$ cat src/verilog/wdrst_pkg.sv
// Constants for the watchdog reset and initialisation sequencer
package wdrst_pkg;

  // ----------------------------------------------------------------------
  // Clock and timing
  // ----------------------------------------------------------------------
  localparam real CLK_PERIOD_NS      = 20.0;
  localparam real POWER_ON_DELAY_MS  = 16.7;
  localparam int  POWER_ON_DELAY_CYC = $rtoi(POWER_ON_DELAY_MS * 1.0e6 / CLK_PERIOD_NS);
  localparam int  SETTLE_FAST_CYC    = 16;
  localparam int  SETTLE_XTAL_CYC    = 128;
  localparam int  SETTLE_SLOW_CYC    = 2;
  localparam int  KEY_DEBOUNCE_EDGES = 3;
  localparam int  TIMER_W            = 20;

  // ----------------------------------------------------------------------
  // Register map (byte addresses)
  // ----------------------------------------------------------------------
  localparam logic [7:0] ADDR_WDT_CTRL   = 8'h00;
  localparam logic [7:0] ADDR_STATUS     = 8'h04;
  localparam logic [7:0] ADDR_RESET_FLAG = 8'h08;

  localparam logic [7:0] WDT_CTRL_RESET  = 8'h53;
  localparam int         KEY_MSB         = 7;
  localparam int         KEY_LSB         = 3;
  localparam int         PERIOD_MSB      = 2;
  localparam logic [4:0] KEY_VALID_A     = 5'h15;
  localparam logic [4:0] KEY_VALID_B     = 5'h0A;

  localparam int         STAT_EXPIRY_BIT = 0;
  localparam int         STAT_PDOWN_BIT  = 1;
  localparam int         RFLAG_KEY_BIT   = 0;

  localparam logic [1:0] RESP_OKAY       = 2'h0;
  localparam logic [1:0] RESP_SLVERR     = 2'h2;

  // ----------------------------------------------------------------------
  // Clock source select and sequencer states
  // ----------------------------------------------------------------------
  localparam logic [1:0] CLKSRC_FAST = 2'h0;
  localparam logic [1:0] CLKSRC_XTAL = 2'h1;
  localparam logic [1:0] CLKSRC_SLOW = 2'h2;

  typedef enum logic [3:0] {
    ST_INIT   = 4'b0001,
    ST_DELAY  = 4'b0010,
    ST_RUN    = 4'b0100,
    ST_SETTLE = 4'b1000
  } wdrst_state_e;

endpackage : wdrst_pkg

$ cat src/verilog/wdrst_seq.sv
// Watchdog reset and initialisation sequencer with AXI4-Lite registers
//
// Summary of operation
// - Normal-mode expiry gives full reset, sets expiry flag
// - Full reset waits power-on delay before running
// - Sleep/idle expiry clears only PC and SP
// - Wake settle time depends on clock source
// - Illegal enable key causes software reset
// - Legal enable key keeps watchdog enabled
// - Illegal key reset after three slow-oscillator edges
// - Key reset sets key flag after reset completes
// - Control register holds key and period fields
// - Low-voltage reset leaves both mode flags unchanged
// - Normal-mode watchdog reset keeps powerdown flag
// - Sleep/idle watchdog reset sets both flags
// - Power-on reset disables all interrupts
// - Power-on reset clears watchdog counter, restarts it
// - Power-on reset switches timers off
// - Power-on reset makes pins inputs, analog converter
// - Power-on reset zeroes PC, SP to stack top
// - Clear instruction, halt, key reset clear counter
// - Software may clear cause flags, never set
`timescale 1ns/1ps
`default_nettype none
module wdrst_seq
  import wdrst_pkg::*;
#(
  parameter int POR_DELAY = POWER_ON_DELAY_CYC
) (
  input  wire logic        core_clk,        // System clock, 50 MHz
  input  wire logic        rstn,            // Power-on reset, active low
  // AXI4-Lite slave
  input  wire logic [7:0]  s_axi_awaddr,    // Write address
  input  wire logic        s_axi_awvalid,   // Write address valid
  output logic             s_axi_awready,   // Write address ready
  input  wire logic [31:0] s_axi_wdata,     // Write data
  input  wire logic [3:0]  s_axi_wstrb,     // Write strobes
  input  wire logic        s_axi_wvalid,    // Write data valid
  output logic             s_axi_wready,    // Write data ready
  output logic [1:0]       s_axi_bresp,     // Write response
  output logic             s_axi_bvalid,    // Write response valid
  input  wire logic        s_axi_bready,    // Write response ready
  input  wire logic [7:0]  s_axi_araddr,    // Read address
  input  wire logic        s_axi_arvalid,   // Read address valid
  output logic             s_axi_arready,   // Read address ready
  output logic [31:0]      s_axi_rdata,     // Read data
  output logic [1:0]       s_axi_rresp,     // Read response
  output logic             s_axi_rvalid,    // Read data valid
  input  wire logic        s_axi_rready,    // Read data ready
  // Core and watchdog side
  input  wire logic        wdt_expire,      // Watchdog overflow pulse
  input  wire logic        lvr_event,       // Low-voltage reset pulse
  input  wire logic        low_power_mode,  // Core in sleep or idle
  input  wire logic        clr_wdt_instr,   // Clear-watchdog instruction pulse
  input  wire logic        halt_instr,      // Halt instruction pulse
  input  wire logic [1:0]  clk_src,         // System clock source select
  input  wire logic        slow_osc_clk,    // Slow internal oscillator pin
  output logic             wdt_enable,      // Watchdog counting enabled
  output logic [2:0]       wdt_period_sel,  // Watchdog period select
  output logic             wdt_clear,       // Watchdog counter clear pulse
  output logic             core_hold,       // Core stalled
  output logic             full_reset,      // Whole-device reset active
  output logic             pc_sp_clear,     // PC and SP to zero pulse
  output logic             init_apply,      // Power-on state being applied
  output logic             intr_disable,    // All interrupt enables cleared
  output logic             timers_off,      // All timer modules off
  output logic             io_all_input,    // All pins as inputs
  output logic             analog_in_sel,   // Analog inputs to converter
  output logic             sp_to_top        // Stack pointer to stack top
);

  if (POR_DELAY < 1 || POR_DELAY >= (1 << TIMER_W)) begin : g_por_chk
    $error("wdrst_seq: bad POR_DELAY");
  end

  // ----------------------------------------------------------------------
  // Declarations
  // ----------------------------------------------------------------------
  wdrst_state_e       state_r;
  wdrst_state_e       state_nxt;
  logic [7:0]         wdt_ctrl_r;
  logic               expiry_flag_r;
  logic               pdown_flag_r;
  logic               key_flag_r;
  logic               cause_key_r;
  logic               slow_s1_r, slow_s2_r, slow_s3_r;
  logic [1:0]         deb_cnt_r;
  logic               key_trip;
  logic               key_legal;
  logic               tmr_load;
  logic [TIMER_W-1:0] tmr_val;
  logic               tmr_busy;
  logic               tmr_done;
  logic               full_evt;
  logic               part_evt;
  logic               aw_held_r, w_held_r;
  logic [7:0]         aw_addr_r;
  logic [7:0]         w_data_r;
  logic               w_lane0_r;
  logic               wr_fire;

  function automatic logic key_ok(input logic [4:0] k);
    key_ok = (k == KEY_VALID_A) || (k == KEY_VALID_B);
  endfunction : key_ok

  function automatic logic [TIMER_W-1:0] settle_cycles(input logic [1:0] src);
    case (src)
      CLKSRC_XTAL: settle_cycles = TIMER_W'(SETTLE_XTAL_CYC);
      CLKSRC_SLOW: settle_cycles = TIMER_W'(SETTLE_SLOW_CYC);
      default:     settle_cycles = TIMER_W'(SETTLE_FAST_CYC);
    endcase
  endfunction : settle_cycles

  // ----------------------------------------------------------------------
  // Key check and slow-oscillator debounce
  // ----------------------------------------------------------------------
  assign key_legal = key_ok(wdt_ctrl_r[KEY_MSB:KEY_LSB]);
  assign wdt_enable = key_legal && (state_r == ST_RUN || state_r == ST_SETTLE);
  assign wdt_period_sel = wdt_ctrl_r[PERIOD_MSB:0];

  always_ff @(posedge core_clk or negedge rstn) begin
    if (!rstn) begin
      slow_s1_r <= 1'b0;
      slow_s2_r <= 1'b0;
      slow_s3_r <= 1'b0;
    end else begin
      slow_s1_r <= slow_osc_clk;
      slow_s2_r <= slow_s1_r;
      slow_s3_r <= slow_s2_r;
    end
  end

  always_ff @(posedge core_clk or negedge rstn) begin
    if (!rstn) begin
      deb_cnt_r <= 2'h0;
    end else if (key_legal || state_r != ST_RUN) begin
      deb_cnt_r <= 2'h0;
    end else if (slow_s2_r && !slow_s3_r && deb_cnt_r != 2'(KEY_DEBOUNCE_EDGES)) begin
      deb_cnt_r <= deb_cnt_r + 2'h1;
    end
  end

  assign key_trip = (deb_cnt_r == 2'(KEY_DEBOUNCE_EDGES)) && !key_legal;

  // ----------------------------------------------------------------------
  // Reset sequencer
  // ----------------------------------------------------------------------
  assign full_evt = lvr_event || (state_r == ST_RUN && (key_trip ||
                    (wdt_expire && !low_power_mode)));
  assign part_evt = state_r == ST_RUN && wdt_expire && low_power_mode;

  always_comb begin
    state_nxt = state_r;
    case (state_r)
      ST_INIT:   state_nxt = ST_DELAY;
      ST_DELAY:  if (tmr_done) state_nxt = ST_RUN;
      ST_RUN:    if (part_evt) state_nxt = ST_SETTLE;
      ST_SETTLE: if (tmr_done) state_nxt = ST_RUN;
      default:   state_nxt = ST_INIT;
    endcase
    if (full_evt) state_nxt = ST_INIT;
  end

  always_ff @(posedge core_clk or negedge rstn) begin
    if (!rstn) begin
      state_r <= ST_INIT;
    end else begin
      state_r <= state_nxt;
    end
  end

  always_ff @(posedge core_clk or negedge rstn) begin
    if (!rstn) begin
      cause_key_r <= 1'b0;
    end else if (full_evt) begin
      cause_key_r <= key_trip && state_r == ST_RUN && !lvr_event;
    end else if (state_r == ST_DELAY && tmr_done) begin
      cause_key_r <= 1'b0;
    end
  end

  assign tmr_load = (state_r == ST_INIT) || part_evt;
  assign tmr_val  = (state_r == ST_INIT) ? TIMER_W'(POR_DELAY) : settle_cycles(clk_src);

  wdrst_timer #(
    .W (TIMER_W)
  ) u_timer (
    .core_clk (core_clk),
    .rstn     (rstn),
    .load     (tmr_load),
    .load_val (tmr_val),
    .busy     (tmr_busy),
    .done     (tmr_done)
  );

  assign full_reset    = (state_r == ST_INIT) || (state_r == ST_DELAY);
  assign core_hold     = (state_r != ST_RUN);
  assign init_apply    = full_reset;
  assign intr_disable  = full_reset;
  assign timers_off    = full_reset;
  assign io_all_input  = full_reset;
  assign analog_in_sel = full_reset;
  assign sp_to_top     = full_reset;

  always_ff @(posedge core_clk or negedge rstn) begin
    if (!rstn) begin
      pc_sp_clear <= 1'b0;
      wdt_clear   <= 1'b0;
    end else begin
      pc_sp_clear <= part_evt || (state_nxt == ST_INIT);
      wdt_clear   <= (state_nxt == ST_INIT) || clr_wdt_instr || halt_instr;
    end
  end

  // ----------------------------------------------------------------------
  // Flags
  // ----------------------------------------------------------------------
  always_ff @(posedge core_clk or negedge rstn) begin
    if (!rstn) begin
      expiry_flag_r <= 1'b0;
    end else if (state_r == ST_RUN && wdt_expire) begin
      expiry_flag_r <= 1'b1;
    end else if (clr_wdt_instr || halt_instr) begin
      expiry_flag_r <= 1'b0;
    end
  end

  always_ff @(posedge core_clk or negedge rstn) begin
    if (!rstn) begin
      pdown_flag_r <= 1'b0;
    end else if (halt_instr || part_evt) begin
      pdown_flag_r <= 1'b1;
    end else if (clr_wdt_instr) begin
      pdown_flag_r <= 1'b0;
    end
  end

  always_ff @(posedge core_clk or negedge rstn) begin
    if (!rstn) begin
      key_flag_r <= 1'b0;
    end else if (state_r == ST_DELAY && tmr_done && cause_key_r) begin
      key_flag_r <= 1'b1;
    end else if (wr_fire && aw_addr_r == ADDR_RESET_FLAG && w_lane0_r &&
                 !w_data_r[RFLAG_KEY_BIT]) begin
      key_flag_r <= 1'b0;
    end
  end

  // ----------------------------------------------------------------------
  // Watchdog control register
  // ----------------------------------------------------------------------
  always_ff @(posedge core_clk or negedge rstn) begin
    if (!rstn) begin
      wdt_ctrl_r <= WDT_CTRL_RESET;
    end else if (full_evt) begin
      wdt_ctrl_r <= WDT_CTRL_RESET;
    end else if (wr_fire && aw_addr_r == ADDR_WDT_CTRL && w_lane0_r) begin
      wdt_ctrl_r <= w_data_r;
    end
  end

  // ----------------------------------------------------------------------
  // AXI4-Lite write channel
  // ----------------------------------------------------------------------
  assign s_axi_awready = !aw_held_r && !s_axi_bvalid;
  assign s_axi_wready  = !w_held_r && !s_axi_bvalid;
  assign wr_fire       = aw_held_r && w_held_r && !s_axi_bvalid;

  always_ff @(posedge core_clk or negedge rstn) begin
    if (!rstn) begin
      aw_held_r <= 1'b0;
      aw_addr_r <= 8'h00;
    end else if (s_axi_awvalid && s_axi_awready) begin
      aw_held_r <= 1'b1;
      aw_addr_r <= s_axi_awaddr;
    end else if (wr_fire) begin
      aw_held_r <= 1'b0;
    end
  end

  always_ff @(posedge core_clk or negedge rstn) begin
    if (!rstn) begin
      w_held_r  <= 1'b0;
      w_data_r  <= 8'h00;
      w_lane0_r <= 1'b0;
    end else if (s_axi_wvalid && s_axi_wready) begin
      w_held_r  <= 1'b1;
      w_data_r  <= s_axi_wdata[7:0];
      w_lane0_r <= s_axi_wstrb[0];
    end else if (wr_fire) begin
      w_held_r <= 1'b0;
    end
  end

  always_ff @(posedge core_clk or negedge rstn) begin
    if (!rstn) begin
      s_axi_bvalid <= 1'b0;
      s_axi_bresp  <= RESP_OKAY;
    end else if (wr_fire) begin
      s_axi_bvalid <= 1'b1;
      s_axi_bresp  <= (aw_addr_r[7:2] <= ADDR_RESET_FLAG[7:2] && aw_addr_r[1:0] == 2'h0)
                      ? RESP_OKAY : RESP_SLVERR;
    end else if (s_axi_bready) begin
      s_axi_bvalid <= 1'b0;
    end
  end

  // ----------------------------------------------------------------------
  // AXI4-Lite read channel
  // ----------------------------------------------------------------------
  assign s_axi_arready = !s_axi_rvalid;

  always_ff @(posedge core_clk or negedge rstn) begin
    if (!rstn) begin
      s_axi_rvalid <= 1'b0;
      s_axi_rdata  <= 32'h0000_0000;
      s_axi_rresp  <= RESP_OKAY;
    end else if (s_axi_arvalid && s_axi_arready) begin
      s_axi_rvalid <= 1'b1;
      s_axi_rresp  <= RESP_OKAY;
      case ({s_axi_araddr[7:2], 2'h0})
        ADDR_WDT_CTRL:   s_axi_rdata <= {24'h00_0000, wdt_ctrl_r};
        ADDR_STATUS:     s_axi_rdata <= {30'h0000_0000, pdown_flag_r, expiry_flag_r};
        ADDR_RESET_FLAG: s_axi_rdata <= {31'h0000_0000, key_flag_r};
        default: begin
          s_axi_rdata <= 32'h0000_0000;
          s_axi_rresp <= RESP_SLVERR;
        end
      endcase
    end else if (s_axi_rready) begin
      s_axi_rvalid <= 1'b0;
    end
  end

endmodule : wdrst_seq
`default_nettype wire

$ cat src/verilog/wdrst_timer.sv
// Loadable down counter used for reset and wake delays
`timescale 1ns/1ps
`default_nettype none
module wdrst_timer #(
  parameter int W = 20
) (
  input  wire logic         core_clk,  // System clock
  input  wire logic         rstn,      // Async reset, active low
  input  wire logic         load,      // Start a new count
  input  wire logic [W-1:0] load_val,  // Cycles to count, at least 1
  output logic              busy,      // Count in progress
  output logic              done       // One-cycle pulse at end
);

  logic [W-1:0] cnt_r;

  if (W < 2) begin : g_w_chk
    $error("wdrst_timer: W too small");
  end

  always_ff @(posedge core_clk or negedge rstn) begin
    if (!rstn) begin
      cnt_r <= '0;
    end else if (load) begin
      cnt_r <= load_val;
    end else if (cnt_r != '0) begin
      cnt_r <= cnt_r - W'(1);
    end
  end

  always_ff @(posedge core_clk or negedge rstn) begin
    if (!rstn) begin
      done <= 1'b0;
    end else begin
      done <= !load && (cnt_r == W'(1));
    end
  end

  assign busy = (cnt_r != '0);

endmodule : wdrst_timer
`default_nettype wire

$ cat config.mk
export PLATFORM = sky130hd
export DESIGN_NAME = wdrst_seq
export DESIGN_NICKNAME = d
export VERILOG_FILES = /design/src/verilog/wdrst_pkg.sv /design/src/verilog/wdrst_seq.sv /design/src/verilog/wdrst_timer.sv
export SDC_FILE = /design/constraint.sdc
export NUM_CORES = 1
export LEC_CHECK = 0
export ABC_AREA = 1
export BUFFER_PORTS_ARGS = -buffer_cell sky130_fd_sc_hd__buf_2
export CORE_MARGIN = 8
export CORE_UTILIZATION = 56
export DETAILED_ROUTE_END_ITERATION = 16
export PLACE_DENSITY = 0.95
export SETUP_SLACK_MARGIN = 0.5
export SKIP_LAST_GASP = 1
export SYNTH_ARGS = -nofsm -noshare
export SYNTH_HDL_FRONTEND = slang
export SYNTH_SLANG_ARGS = --single-unit
$ cat constraint.sdc
create_clock -name core_clk -period 3.74 [get_ports core_clk]
set_input_delay 0 -clock core_clk [delete_from_list [all_inputs] [get_ports core_clk]]
set_output_delay 0 -clock core_clk [all_outputs]
set_load 0.005 [all_outputs]
==> out/metrics.cfg <==
[outcome]
status = finished, final reports clean

[timing]
rsz0062_at_grt = false
tightest_slew_ps = 926
totalNegativeSetupSlack_ps = 0
finalClockSkew_ps = 12.4
fin_ws_ps = 1670
fin_crit_sh_pct = 55.5
maxSlewViolCount = 0
relSlewSlack_pct = 38.3
hold_viol = 0
hold_ws_ps = 40.1
fmax_mhz = 482
min_period_ps = 2070
setup_viol = 0

[global_route]
grt.total_usage_pct = 21.2
overflow = 0
grt_pass1_vias = 3570
antenna_found_initial = 0
grt_pass1_wl_mm = 16.6
grt_max_degree = 44

[yosys]
synth.top_cell.area_share_pct = 44.0
synthCells = 466
synth_ff_type = dfrtp_1
ys_ff_latch = 75
ys_top_cells_by_area = dfrtp_1, nand2_1, buf_4, nor2_1, nand3_1
netlist_area_um2 = 3980
synth_cell_types = 40
synthTopCellsByCount = nand2_1, dfrtp_1, nor2_1, inv_1, nand3_1
synth_edf_count = 0
syn_avg_cell_area_um2 = 8.54
yosysMostFrequentCell = nand2_1
seq_area_frac_synth_pct = 47.3
yosys.area.top_type = dfrtp_1
synth_warnings = 0
async_flop_share_pct = 100

[min_path]
holdPathStages = 3
hp-class = input port to register
hold_path_end = pdown_flag_r
min-delay-start = low_power_mode

[drt]
vias = 3458
drt_wl_total_mm = 10.3
wire_per_inst_um = 15.6
drc = 0
drt_first_pass_iters = 4
viasPerCell = 5.26
drt-initial-drc-count = 180
ant_nets = 0

[critical_path]
r2r_cells = 7
path_class = register to primary output
path_cells = nor2_1 -> nand3_1 -> inv_1 -> nor2_1 -> inv_1 -> buf_2
crit_start = state_r[3]
crit_family = buffers and inverters
regToRegEndpoint = u_timer.cnt_r[1]
critPathMaxStageDelay_ps = 400
rr_startpoint = state_r[3]
required_ps = 3740
path_buf_inv = 3
r2r_slack_ps = 1780
critPathMaxFanout = 12
crit_path_top_delay_cell = dfrtp_1
endpoint_kind = primary output
arrival_ps = 2070
start_kind = register

[place]
pre_cts_slack_ps = 1810
hpwl_mm = 6.68
port_buffers = 66
gp_congestion = 0.962

[floorplanning]
die_w_um = 100
die_h_um = 100
fp-row-count = 30
die_area_um2 = 10100
initial_core_util_pct = 58.3
core_area_um2 = 6830
ios = 122

[clock_tree]
numClockSinks = 75
path_clk_slew_ps = 90
cts_tree = yes
numCtsBuffers = 9
cts_buffer_depth = 2
postCtsSetupBuffers = 0
clk-insertion-delay-late_ps = 360
cts_root_buf = clkbuf_8
cts_max_level = 3

[pwr]
p_leak_nw = 2.38
cellPowerDensity_nw_per_um2 = 517
vdd_drop_max_mv = 0.421

[run]
cap_violations = 0

[finish]
filler_cell_count = 495
layout-drive-gt1-share_pct = 22.3
antenna_cells = 0
fin_util_pct = 69.1
fin_nets = 628
area_growth_pct = 18.5

[layout by cell type (no fill, tap or decap), drive strengths merged]
cell	instances
xnor2	3
xor2	7
a21o	1
o31ai	2
dfstp	5
a21oi	23
nand3	39
o22ai	1
or2	2
conb	26
nand2	82
mux2	11
nand3b	2
nor4	1
clkinvlp	2
nor2	78
o21ai	18
nor3	8
ha	5
inv	56
bufinv	1
a22o	1
buf	67
dfrtp	70
o21bai	3
dlygate4sd3	29
clkbuf	9
clkinv	1
nand4	8
[power by group]
group	total [W]	switching, W	leakage, nW	internal [W]
Combinational	0.000670	0.000396	1.37	0.000274
Clock	0.000654	0.000336	0.0984	0.000318
Sequential	0.00112	0.000134	0.907	0.000982
[worst register-to-register path, stage by stage (launching register included)]
cell     delay, ps
dfrtp_1        400
nor2_1         170
nand3_1        380
nand2_2        400
inv_2          170
nand2_1        190
nand3_1         90
o21ai_1         90
[metal layers]
layer,wire [um],vias to the layer above,track usage (%),share of wire [%]
met2,5400,146,38.4,53
met5,0,-,0,0
met3,755,45,5.81,7.4
met1,3620,1648,20.6,35
li1,-,1619,-,-
met4,484,0,14.5,4.7
[cells by family after synthesis]
kind of cell               count (synthesis)  synth area share [%]
xor gates and xnor gates                  10                  2.20
and+or+nand+nor                          220                  25.8
DFF                                       75                  47.3
AOI/OAI and AO/OA                         49                  7.14
buffers and inverters                     95                  12.8
muxes                                     11                  3.11
adders and majority gates                  5                  1.57
other                                      1                0.0942
[worst max path at each step]
stage,cells after the start,slack (ps),to
3_3_place_gp,7,1870,u_timer.cnt_r[1]
2_1_floorplan,8,2190,u_timer.cnt_r[10]
6_report,6,1670,sp_to_top
4_1_cts,6,1670,intr_disable
3_5_place_dp,7,1810,u_timer.cnt_r[1]
5_1_grt,6,1470,timers_off
[per-stage QoR]
step                      power, W  instance area (um2)  instances
after floorplan            0.00158                 4070        491
after global placement     0.00168                 4220        612
after detailed placement   0.00173                 4220        612
after CTS                  0.00241                 4720        657
after global routing       0.00257                 4720        657
final                      0.00244                 4720        657
[registers in the layout, indices dropped and copies added, names as in the netlist, 2 cells and up]
signal and flops:
deb_cnt_r 2, aw_addr_r 8, s_axi_rdata 8, w_data_r 8, wdt_ctrl_r 8, state_r 4
u_timer.cnt_r 20
[layout make-up]
cell class | count | area (um2) | area share, %
multi-input combinational | 321 | 1680 | 35.6
tap | 96 | 120 | 2.55
clock buffer | 9 | 124 | 2.63
clock inverter | 7 | 82.6 | 1.75
inverter | 53 | 199 | 4.22
sequential | 75 | 1880 | 39.9
timing repair buffer | 96 | 628 | 13.3
[what timing repair did]
| action | in CTS | in global routing |
|---|---|---|
| hold buffers | 29 | 0 |
| endpoints found under the hold margin | 67 | 0 |
| gates resized for setup | 0 | 0 |
| setup endpoints to repair | 0 | 0 |
No activity file was read; power rests on OpenSTA's default activity.
